`config.mk`:
```
export PLATFORM = sky130hd
export DESIGN_NAME = dagc_top
export DESIGN_NICKNAME = d
export VERILOG_FILES = /design/src/dagc_pkg.sv /design/src/dagc_top.sv
export VERILOG_INCLUDE_DIRS = /design/src
export SDC_FILE = /design/constraint.sdc
export NUM_CORES = 1
export LEC_CHECK = 0
export ABC_CLOCK_PERIOD_IN_PS = 13750
export CAP_MARGIN = 20
export CORE_MARGIN = 2
export CORE_UTILIZATION = 60
export CTS_CLUSTER_DIAMETER = 120
export DETAILED_ROUTE_END_ITERATION = 10
export DONT_BUFFER_PORTS = 1
export GPL_TIMING_DRIVEN = 0
export PLACE_DENSITY = 0.84
export SKIP_LAST_GASP = 1
export SLEW_MARGIN = 20
export SYNTH_ARGS = -nofsm -noshare
export SYNTH_HDL_FRONTEND = slang
export SYNTH_SLANG_ARGS = --single-unit
```
`constraint.sdc`:
```
create_clock -name clk_sys_i -period 13.75 [get_ports clk_sys_i]
set_input_delay 2.75 -clock clk_sys_i [delete_from_list [all_inputs] [get_ports clk_sys_i]]
set_output_delay 2.75 -clock clk_sys_i [all_outputs]
set_load 0.05 [all_outputs]
```
`src/dagc_map.svh`:
```
// Register offsets, field positions, reset values and timing counts of the gain controller
`ifndef DAGC_MAP_SVH
`define DAGC_MAP_SVH
`define DAGC_OFF_CTRL 8'h00
`define DAGC_OFF_CORR 8'h04
`define DAGC_OFF_PMF 8'h08
`define DAGC_OFF_THOFF 8'h0C
`define DAGC_OFF_THR 8'h10
`define DAGC_OFF_HYS 8'h14
`define DAGC_OFF_IF_ATTENUATION 8'h18
`define DAGC_OFF_STAT 8'h1C
`define DAGC_MASK_CTRL 32'h0000_FF07
`define DAGC_MASK_CORR 32'h00FF_07FF
`define DAGC_MASK_PMF 32'h0000_0F0F
`define DAGC_MASK_THOFF 32'h0000_0FFF
`define DAGC_MASK_THR 32'h0FFF_0FFF
`define DAGC_MASK_HYS 32'h01FF_0FFF
`define DAGC_MASK_IF_ATTENUATION 32'h0000_000F
`define DAGC_RST_CTRL 32'h0000_0005
`define DAGC_RST_CORR 32'h0040_0000
`define DAGC_RST_PMF 32'h0000_0404
`define DAGC_RST_THOFF 32'h0000_027F
`define DAGC_RST_THR 32'h0100_0080
`define DAGC_RST_HYS 32'h009B_00D5
`define DAGC_RST_IF_ATTENUATION 32'h0000_0000
`define DAGC_BIT_DDC 2
`define DAGC_POS_DELAY 8
`define DAGC_POS_SLOPE 16
`define DAGC_POS_DECAY 8
`define DAGC_POS_UPPER 16
`define DAGC_POS_DGC 16
`define DAGC_POS_LATE 4
`define DAGC_POS_LEVEL 16
`define DAGC_SDC_ATT_MAX 4'h9
`define DAGC_SLOPE_FRAC 6
`define DAGC_CLK_HZ 50000000
`define DAGC_SAMPLE_HZ 274000
`define DAGC_SAMPLE_CYC (`DAGC_CLK_HZ / `DAGC_SAMPLE_HZ)
`endif

```
`src/dagc_pkg.sv`:
```
// Types shared by the gain controller
package dagc_pkg;
   typedef enum logic [1:0] {
      DAGC_MODE_OFF = 2'h0,
      DAGC_MODE_ALWAYS = 2'h1,
      DAGC_MODE_START = 2'h2,
      DAGC_MODE_FREEZE = 2'h3
   } dagc_mode_t;
   typedef enum logic [1:0] {
      DAGC_ST_IDLE = 2'h0,
      DAGC_ST_WAIT = 2'h1,
      DAGC_ST_RUN = 2'h3,
      DAGC_ST_HOLD = 2'h2
   } dagc_run_t;
endpackage

```
`src/dagc_top.sv`:
```
// Digital gain controller: strength correction, peak memory filter, threshold gain steps
`timescale 1ns/1ps
`default_nettype none
`include "dagc_map.svh"

// Contract
// Each strength sample gets offset added, then is scaled by the slope factor.
// Peak memory integrator rises with attack gain, otherwise falls with decay gain.
// Software picks decay time much longer than attack time to ignore keying.
// Filtered level feeds two hysteretic comparators at lower and upper thresholds.
// One hysteresis value sets the release point of both comparators.
// Comparators select analog gain step and matching digital gain correction.
// Second IF gain is always exactly one of three levels.
// Gain step sits after second polyphase network or before second mixer.
// Filter difference signal is the delog table lookup input.
// First IF buffer attenuation is a manual 4-bit field, smaller range single-mode.
// Thresholds are dB above zero input via threshold offset, default 63.9 dB.
// Switching points are offset plus lower (12.8 dB) or upper (25.6 dB).
// Gain returns to maximum below lower point minus hysteresis (21.3 dB).
// Software is advised 15.5 dB correction and 21.3 dB hysteresis.
// Samples arrive at 274 kHz; gain g gives time constant 1/(g*274k).
// Start and freeze of gain control are programmable around signal identification.
// After reset: maximum gain, zero correction, cleared integrator.
module dagc_top #(
   parameter int SAMPLE_W = 10
) (
   input wire logic clk_sys_i,
   input wire logic rst_i,
   input wire logic ce_i,
   input wire logic [SAMPLE_W-1:0] rssi_sample_i,
   input wire logic rssi_strobe_i,
   input wire logic sig_ident_i,
   input wire logic [7:0] s_axi_awaddr_i,
   input wire logic s_axi_awvalid_i,
   output logic s_axi_awready_o,
   input wire logic [31:0] s_axi_wdata_i,
   input wire logic [3:0] s_axi_wstrb_i,
   input wire logic s_axi_wvalid_i,
   output logic s_axi_wready_o,
   output logic [1:0] s_axi_bresp_o,
   output logic s_axi_bvalid_o,
   input wire logic s_axi_bready_i,
   input wire logic [7:0] s_axi_araddr_i,
   input wire logic s_axi_arvalid_i,
   output logic s_axi_arready_o,
   output logic [31:0] s_axi_rdata_o,
   output logic [1:0] s_axi_rresp_o,
   output logic s_axi_rvalid_o,
   input wire logic s_axi_rready_i,
   output dagc_pkg::dagc_run_t agc_run_o,
   output logic [1:0] if_gain_step_o,
   output logic [9:0] digital_gain_correction_o,
   output logic gain_at_mixer_o,
   output logic [3:0] first_if_buffer_o,
   output logic [12:0] delog_error_o,
   output logic delog_valid_o
);
   import dagc_pkg::*;

   if (SAMPLE_W < 4 || SAMPLE_W > 11)
   begin : g_bad_width
      $error("SAMPLE_W must lie in 4..11");
   end

   typedef struct packed {
      logic [SAMPLE_W-1:0] raw_m;
      logic [SAMPLE_W-1:0] raw_s;
      logic stb_m;
      logic stb_s;
      logic stb_d;
      logic [31:0] ctrl;
      logic [31:0] corr;
      logic [31:0] peak_memory_filter;
      logic [31:0] thoff;
      logic [31:0] thr;
      logic [31:0] hys;
      logic [31:0] if_attenuation;
      logic aw_hold;
      logic w_hold;
      logic [7:0] waddr;
      logic [31:0] wdata;
      logic [3:0] wstrb;
      logic awready;
      logic wready;
      logic bvalid;
      logic [1:0] bresp;
      logic arready;
      logic rvalid;
      logic [1:0] rresp;
      logic [31:0] rdata;
      logic [11:0] corr_lvl;
      logic pend;
      logic [19:0] integ;
      logic cmp_lo;
      logic cmp_up;
      dagc_run_t run;
      logic [7:0] dly;
      logic [8:0] gap;
      logic late;
      logic [1:0] gain;
      logic [9:0] dgc_out;
      logic [12:0] err;
      logic err_vld;
      logic mixer;
      logic [3:0] ifbuf;
   } dagc_state_t;

   dagc_state_t state_ff;
   dagc_state_t nxt_state;

   function automatic logic [11:0] corr_fn(input logic [SAMPLE_W-1:0] raw,
                                           input logic [31:0] c);
      logic signed [12:0] sum;
      logic signed [21:0] prod;
      logic signed [15:0] sc;
      sum = $signed({{(13-SAMPLE_W){1'b0}}, raw}) + $signed({{2{c[10]}}, c[10:0]});
      prod = sum * $signed({1'b0, c[`DAGC_POS_SLOPE+:8]});
      sc = prod[`DAGC_SLOPE_FRAC+:16];
      if (sc < 16'sh0000)
         corr_fn = 12'h000;
      else if (sc > 16'sh0FFF)
         corr_fn = 12'hFFF;
      else
         corr_fn = sc[11:0];
   endfunction

   function automatic logic [9:0] dgc_fn(input logic [1:0] g, input logic [31:0] h);
      dgc_fn = {8'h00, g} * {1'b0, h[`DAGC_POS_DGC+:9]};
   endfunction

   function automatic logic [31:0] strb_fn(input logic [31:0] old, input logic [31:0] d,
                                           input logic [3:0] s, input logic [31:0] m);
      logic [31:0] v;
      v = old;
      for (int i = 0; i < 4; i++)
      begin
         if (s[i])
            v[8*i+:8] = d[8*i+:8];
      end
      strb_fn = v & m;
   endfunction

   dagc_mode_t mode;
   logic tick;
   logic active;
   logic go;
   logic [12:0] lvl13;
   logic [11:0] lvl_in;
   logic signed [20:0] err;
   logic [4:0] sh;
   logic signed [21:0] acc;
   logic [11:0] lvl_new;
   logic [12:0] lo_sw;
   logic [12:0] up_sw;
   logic signed [13:0] lo_rel;
   logic signed [13:0] up_rel;
   logic [31:0] rd;
   logic ctrl_wr;

   assign mode = dagc_mode_t'(state_ff.ctrl[1:0]);
   assign tick = state_ff.stb_s && !state_ff.stb_d;
   assign active = state_ff.run == DAGC_ST_RUN ||
                   (state_ff.run == DAGC_ST_WAIT && mode == DAGC_MODE_FREEZE);
   assign go = state_ff.pend && active && ce_i;

   always_comb
   begin
      rd = 32'h0000_0000;
      case (s_axi_araddr_i[7:2])
         6'h00: rd = state_ff.ctrl;
         6'h01: rd = state_ff.corr;
         6'h02: rd = state_ff.peak_memory_filter;
         6'h03: rd = state_ff.thoff;
         6'h04: rd = state_ff.thr;
         6'h05: rd = state_ff.hys;
         6'h06: rd = state_ff.if_attenuation;
         6'h07:
         begin
            rd[1:0] = state_ff.gain;
            rd[3:2] = state_ff.run;
            rd[`DAGC_POS_LATE] = state_ff.late;
            rd[`DAGC_POS_LEVEL+:12] = state_ff.integ[19:8];
         end
         default: rd = 32'h0000_0000;
      endcase
   end

   always_comb
   begin
      nxt_state = state_ff;
      nxt_state.raw_m = rssi_sample_i;
      nxt_state.raw_s = state_ff.raw_m;
      nxt_state.stb_m = rssi_strobe_i;
      nxt_state.stb_s = state_ff.stb_m;
      nxt_state.stb_d = state_ff.stb_s;
      nxt_state.pend = 1'b0;
      nxt_state.err_vld = 1'b0;
      ctrl_wr = 1'b0;

      // Bus writes: address and data taken in either order
      if (s_axi_awvalid_i && state_ff.awready)
      begin
         nxt_state.aw_hold = 1'b1;
         nxt_state.waddr = s_axi_awaddr_i;
      end
      if (s_axi_wvalid_i && state_ff.wready)
      begin
         nxt_state.w_hold = 1'b1;
         nxt_state.wdata = s_axi_wdata_i;
         nxt_state.wstrb = s_axi_wstrb_i;
      end
      if (state_ff.bvalid && s_axi_bready_i)
         nxt_state.bvalid = 1'b0;
      if (state_ff.aw_hold && state_ff.w_hold && !state_ff.bvalid)
      begin
         nxt_state.aw_hold = 1'b0;
         nxt_state.w_hold = 1'b0;
         nxt_state.bvalid = 1'b1;
         nxt_state.bresp = 2'h0;
         case (state_ff.waddr[7:2])
            6'h00:
            begin
               nxt_state.ctrl = strb_fn(state_ff.ctrl, state_ff.wdata, state_ff.wstrb,
                                        `DAGC_MASK_CTRL);
               ctrl_wr = 1'b1;
            end
            6'h01: nxt_state.corr = strb_fn(state_ff.corr, state_ff.wdata, state_ff.wstrb,
                                            `DAGC_MASK_CORR);
            6'h02: nxt_state.peak_memory_filter = strb_fn(state_ff.peak_memory_filter, state_ff.wdata, state_ff.wstrb,
                                           `DAGC_MASK_PMF);
            6'h03: nxt_state.thoff = strb_fn(state_ff.thoff, state_ff.wdata, state_ff.wstrb,
                                             `DAGC_MASK_THOFF);
            6'h04: nxt_state.thr = strb_fn(state_ff.thr, state_ff.wdata, state_ff.wstrb,
                                           `DAGC_MASK_THR);
            6'h05: nxt_state.hys = strb_fn(state_ff.hys, state_ff.wdata, state_ff.wstrb,
                                           `DAGC_MASK_HYS);
            6'h06: nxt_state.if_attenuation = strb_fn(state_ff.if_attenuation, state_ff.wdata, state_ff.wstrb,
                                             `DAGC_MASK_IF_ATTENUATION);
            6'h07: nxt_state.bresp = 2'h0;
            default: nxt_state.bresp = 2'h2;
         endcase
      end
      nxt_state.awready = !nxt_state.aw_hold && !nxt_state.bvalid;
      nxt_state.wready = !nxt_state.w_hold && !nxt_state.bvalid;

      if (state_ff.rvalid && s_axi_rready_i)
         nxt_state.rvalid = 1'b0;
      if (s_axi_arvalid_i && state_ff.arready)
      begin
         nxt_state.rvalid = 1'b1;
         nxt_state.rdata = rd;
         nxt_state.rresp = (s_axi_araddr_i[7:5] == 3'h0) ? 2'h0 : 2'h2;
      end
      nxt_state.arready = !nxt_state.rvalid;

      // Sample gap watchdog; one sample per strobe edge at the fixed rate
      if (tick)
      begin
         nxt_state.gap = 9'h000;
         nxt_state.late = 1'b0;
         nxt_state.corr_lvl = corr_fn(state_ff.raw_s, state_ff.corr);
         nxt_state.pend = 1'b1;
      end
      else if (state_ff.gap < 9'(2 * `DAGC_SAMPLE_CYC))
         nxt_state.gap = state_ff.gap + 9'h001;
      else
         nxt_state.late = 1'b1;

      // Gain-compensated level so the loop sees the antenna level, not the stepped one
      lvl13 = {1'b0, state_ff.corr_lvl} + {3'h0, state_ff.dgc_out};
      lvl_in = (lvl13 > 13'h0FFF) ? 12'hFFF : lvl13[11:0];
      err = $signed({1'b0, lvl_in, 8'h00}) - $signed({1'b0, state_ff.integ});
      // Shift is the integrator gain 2^-n per 274 kHz sample; decay on top of attack
      sh = (err > 21'sh0) ? {1'b0, state_ff.peak_memory_filter[3:0]}
                          : {1'b0, state_ff.peak_memory_filter[3:0]} + {1'b0, state_ff.peak_memory_filter[`DAGC_POS_DECAY+:4]};
      acc = $signed({2'h0, state_ff.integ}) + 22'(err >>> sh);
      if (acc < 22'sh0)
         lvl_new = 12'h000;
      else
         lvl_new = acc[19:8];
      lo_sw = {1'b0, state_ff.thoff[11:0]} + {1'b0, state_ff.thr[11:0]};
      up_sw = {1'b0, state_ff.thoff[11:0]} + {1'b0, state_ff.thr[`DAGC_POS_UPPER+:12]};
      lo_rel = $signed({1'b0, lo_sw}) - $signed({2'h0, state_ff.hys[11:0]});
      up_rel = $signed({1'b0, up_sw}) - $signed({2'h0, state_ff.hys[11:0]});

      if (state_ff.pend && active)
      begin
         nxt_state.integ = (acc < 22'sh0) ? 20'h00000 : acc[19:0];
         nxt_state.err = err[20:8];
         nxt_state.err_vld = 1'b1;
         if ({1'b0, lvl_new} >= lo_sw)
            nxt_state.cmp_lo = 1'b1;
         else if ($signed({2'h0, lvl_new}) < lo_rel)
            nxt_state.cmp_lo = 1'b0;
         if ({1'b0, lvl_new} >= up_sw)
            nxt_state.cmp_up = 1'b1;
         else if ($signed({2'h0, lvl_new}) < up_rel)
            nxt_state.cmp_up = 1'b0;
      end

      case (state_ff.run)
         DAGC_ST_IDLE:
            if (mode == DAGC_MODE_ALWAYS || mode == DAGC_MODE_FREEZE)
               nxt_state.run = DAGC_ST_RUN;
            else if (mode == DAGC_MODE_START && sig_ident_i)
            begin
               nxt_state.run = DAGC_ST_WAIT;
               nxt_state.dly = state_ff.ctrl[`DAGC_POS_DELAY+:8];
            end
         DAGC_ST_WAIT:
            if (tick)
            begin
               if (state_ff.dly != 8'h00)
                  nxt_state.dly = state_ff.dly - 8'h01;
               else
                  nxt_state.run = (mode == DAGC_MODE_START) ? DAGC_ST_RUN : DAGC_ST_HOLD;
            end
         DAGC_ST_RUN:
            if (mode == DAGC_MODE_FREEZE && sig_ident_i)
            begin
               nxt_state.run = DAGC_ST_WAIT;
               nxt_state.dly = state_ff.ctrl[`DAGC_POS_DELAY+:8];
            end
         DAGC_ST_HOLD: nxt_state.run = DAGC_ST_HOLD;
         default: nxt_state.run = DAGC_ST_IDLE;
      endcase
      // Applied after the sequencer so a held loop can be restarted
      if (ctrl_wr)
         nxt_state.run = DAGC_ST_IDLE;
      // Off forces maximum gain; a frozen loop simply keeps its last step
      if (mode == DAGC_MODE_OFF)
      begin
         nxt_state.run = DAGC_ST_IDLE;
         nxt_state.cmp_lo = 1'b0;
         nxt_state.cmp_up = 1'b0;
      end

      nxt_state.gain = {1'b0, nxt_state.cmp_lo} + {1'b0, nxt_state.cmp_up};
      nxt_state.dgc_out = dgc_fn(nxt_state.gain, nxt_state.hys);
      nxt_state.mixer = nxt_state.ctrl[`DAGC_BIT_DDC];
      if (!nxt_state.ctrl[`DAGC_BIT_DDC] && nxt_state.if_attenuation[3:0] > `DAGC_SDC_ATT_MAX)
         nxt_state.ifbuf = `DAGC_SDC_ATT_MAX;
      else
         nxt_state.ifbuf = nxt_state.if_attenuation[3:0];
   end

   always_ff @(posedge clk_sys_i)
   begin
      if (rst_i)
      begin
         state_ff <= '0;
         state_ff.ctrl <= `DAGC_RST_CTRL;
         state_ff.corr <= `DAGC_RST_CORR;
         state_ff.peak_memory_filter <= `DAGC_RST_PMF;
         state_ff.thoff <= `DAGC_RST_THOFF;
         state_ff.thr <= `DAGC_RST_THR;
         state_ff.hys <= `DAGC_RST_HYS;
         state_ff.if_attenuation <= `DAGC_RST_IF_ATTENUATION;
         state_ff.mixer <= 1'b1;
      end
      else if (ce_i)
      begin
         state_ff <= nxt_state;
      end
   end

   assign s_axi_awready_o = state_ff.awready;
   assign s_axi_wready_o = state_ff.wready;
   assign s_axi_bvalid_o = state_ff.bvalid;
   assign s_axi_bresp_o = state_ff.bresp;
   assign s_axi_arready_o = state_ff.arready;
   assign s_axi_rvalid_o = state_ff.rvalid;
   assign s_axi_rresp_o = state_ff.rresp;
   assign s_axi_rdata_o = state_ff.rdata;
   assign agc_run_o = state_ff.run;
   assign if_gain_step_o = state_ff.gain;
   assign digital_gain_correction_o = state_ff.dgc_out;
   assign gain_at_mixer_o = state_ff.mixer;
   assign first_if_buffer_o = state_ff.ifbuf;
   assign delog_error_o = state_ff.err;
   assign delog_valid_o = state_ff.err_vld;
endmodule // dagc_top
`default_nettype wire

```
==> impl_metrics.ini <==
[floorplan]
die_w_um = 201
core-area_um2 = 38500
start_util_pct = 60.6
die_y_um = 201
core.rowCount = 72
dieArea_um2 = 40400
ios = 146

[placement]
place.gp.congestion = 1.03
place_hpwl_mm = 61.2
placed_cell_area_um2 = 24000
place_ws_ns = -2.46
placement.io_buffers = 0

[clocking]
cts_buffer_depth = 3
insertion_delay_ns = 0.57
clkSlewWorstSetupHoldPaths_ns = 0.06
cts.root.buffer_cell = clkbuf_16
postCtsHoldBufs = 0
cts_tree = yes
cts_buffers = 34
htree_levels = 2
cts.sinks = 282

[grt]
antenna_found_initial = 2
grt_usage_pct = 37.7
gr-usage-met2_pct = 60.8
grt_pass1_vias = 21800
use_met1_pct = 47.4
top_usage_layer = met2
grt_overflow = 0
grt_max_degree = 14
grt_pass1_wl_mm = 119
grt_use_met3_pct = 9.49

[pwr]
total_power_mw = 2.27
vdd_drop_max_v = 0.000122
p_leak_nw = 11.5
power_per_cell_area_nw_per_um2 = 88.5

[sta]
tightest_slew_ns = 1.08
finClkSkew_ns = 0.0338
fmax_mhz = 76.9
fin_crit_sh_pct = 94.5
finalSetupViolations = 0
slew_headroom_pct = 27.7
worst_slack_ns = 0.750
drv_slew = 0
min_period_ns = 13.00
whs_ns = 0.463
hold_violations = 0

[finish]
final_common_cell = nor2_1
mostFrequentLayoutCells = nor2_1, nand2_1, dfxtp_1, inv_1, a21oi_1
fin_util_pct = 66.9
final_area_um2 = 25700
drive_above_1_share_pct = 8.66
final_nets = 3314
syn_to_final_growth_pct = 10.3

[worst_setup_path]
cp_max_fo = 10
cp_num_buf_inv = 4
worstSetupPathType = reg2reg
cpPeakStageDelay_ns = 0.56
worstSetupStartpointType = flip-flop
crit_family = compound AO/OA/AOI/OAI gates
reg2reg_depth = 61
cp_data_required_time_ns = 14.15
arrival_ns = 13.40
path_depth = 61
worstSetupEndpointType = flip-flop
cp_slowest_cell = o31ai_1

[synth]
synth_edf_count = 0
synth.distinct_cells = 89
synth_seq_area_share_pct = 24.2
synthCells = 2896
synth_seq_cells = 282
yosysWarnings = 0
mappedNetlistArea_um2 = 23300
synthFlopType = dfxtp_1
synthArstFlopShare_pct = 0
synth.avg_cell_area_um2 = 8.05

[min_path]
whs_path_depth = 2
hold_path.class = reg2reg

[flow_run]
drv_cap = 0

[routing]
drc = 0
drt_first_iter_violations = 2081
dr.pass1.iters = 8
viasPerCell = 6.28
num_vias = 22000
routedWlPerCell_um = 22.1
routed_wl_mm = 77.3
ant_nets = 0

[run_status]
outcome = completed
-- worst register-to-register path: cells and delay by family (launching register included) --
family / cells / cell delay [ns]
adder cells (fa/ha/maj): 8 / 2.48
XOR/XNOR: 2 / 0.27
multiplexers: 2 / 0.45
buffers and inverters: 4 / 0.62
flip-flops: 1 / 0.39
AND/OR/NAND/NOR: 17 / 2.70
AO/OA/AOI/OAI: 28 / 5.96
-- registers in the layout (all words and copies together), names as in the netlist, 2 cells and up --
name / count
first_if_buffer_o: 4
state_ff: 201
digital_gain_correction_o: 10
mode: 2
nxt_state: 12
s_axi_rdata_o: 28
delog_error_o: 13
agc_run_o: 2
if_gain_step_o: 2
-- layout make-up --
| type | instances | area [um2] |
|---|---|---|
| Tap cell | 518 | 648 |
| Buffer | 189 | 1020 |
| Multi-Input combinational cell | 2205 | 16200 |
| Clock buffer | 43 | 965 |
| Clock inverter | 14 | 210 |
| Antenna cell | 2 | 5.00 |
| Fill cell | 3208 | 12700 |
| Sequential cell | 282 | 5650 |
| Timing Repair Buffer | 21 | 178 |
| Inverter | 224 | 841 |
-- layer usage --
layer	wire, um	share of wire (%)
met1	30000	39
met2	34900	45
met3	8620	11
met4	3790	4.9
met5	20	0.026
-- cell families (layout without fill, tap and decap cells) --
family / Yosys count / after routing / synth area share (%)
buf+inv: 414 / 491 / 7.91
flops: 282 / 282 / 24.2
compound gates: 621 / 621 / 17.4
fa+ha+maj: 290 / 290 / 18.3
xor+xnor: 107 / 107 / 4.02
other cells: 1 / 8 / 0.0161
mux: 193 / 193 / 8.95
simple gates: 988 / 988 / 19.2
-- worst paths after layout --
path / end / slack [ns] / from
worst max-delay path: digital_gain_correction_o[9] / 0.75 / digital_gain_correction_o[0]
worst max register to register: digital_gain_correction_o[9] / 0.75 / digital_gain_correction_o[0]
worst min register to register: delog_error_o[7] / 0.46 / delog_error_o[7]
worst min-delay path: delog_error_o[7] / 0.46 / delog_error_o[7]
-- cells in the mapped netlist (all sizes together) (6+ instances only) --
cell type	count	area, um2
o21ai	116	584
o22ai	15	93.8
xnor2	76	666
a22o	9	78.8
a22oi	25	188
ha	199	2490
or3	16	100
nor3b	6	56.3
mux4	9	203
a21boi	12	101
o211ai	12	95.1
dfxtp	282	5650
mux2	17	191
a211o	29	254
o21bai	24	180
mux2i	167	1690
o21a	12	90.1
and2	69	432
nand2b	22	138
clkbuf	102	383
a2111oi	12	150
nand3b	6	45.0
nor2b	45	282
a221oi	12	118
inv	223	837
nand3	62	310
nor2	354	1340
xor2	31	272
nand2	307	1150
a221o	7	70.1
a211oi	40	310
a31oi	11	68.8
a21o	28	210
nor4	12	75.1
and3	11	68.8
o31ai	8	73.8
nand4	7	43.8
a21oi	212	1060
fa	86	1720
nor3	51	255
buf	88	621
-- repair_timing --
| item | 4_1_cts | 5_1_grt |
|---|---|---|
| setup buffers | 9 | 10 |
| setup endpoints to repair | 12 | 8 |
| pin swaps | 8 | 7 |
| resized for setup | 43 | 35 |
-- stage by stage --
| step | cells | setup TNS [ns] |
|---|---|---|
| 2_1_floorplan | 2901 | 0 |
| 5_1_grt | 3496 | -0.0855 |
| 6_report | 3498 | 0 |
| 3_5_place_dp | 3420 | -18.39 |
| 3_3_place_gp | 3419 | -15.99 |
| 4_1_cts | 3485 | 0 |
-- power breakdown --
group	internal [mW]	switching, mW
Clock	0.543	0.384
Sequential	0.830	0.0183
Combinational	0.182	0.316
Power figures use the tool's default switching activity.
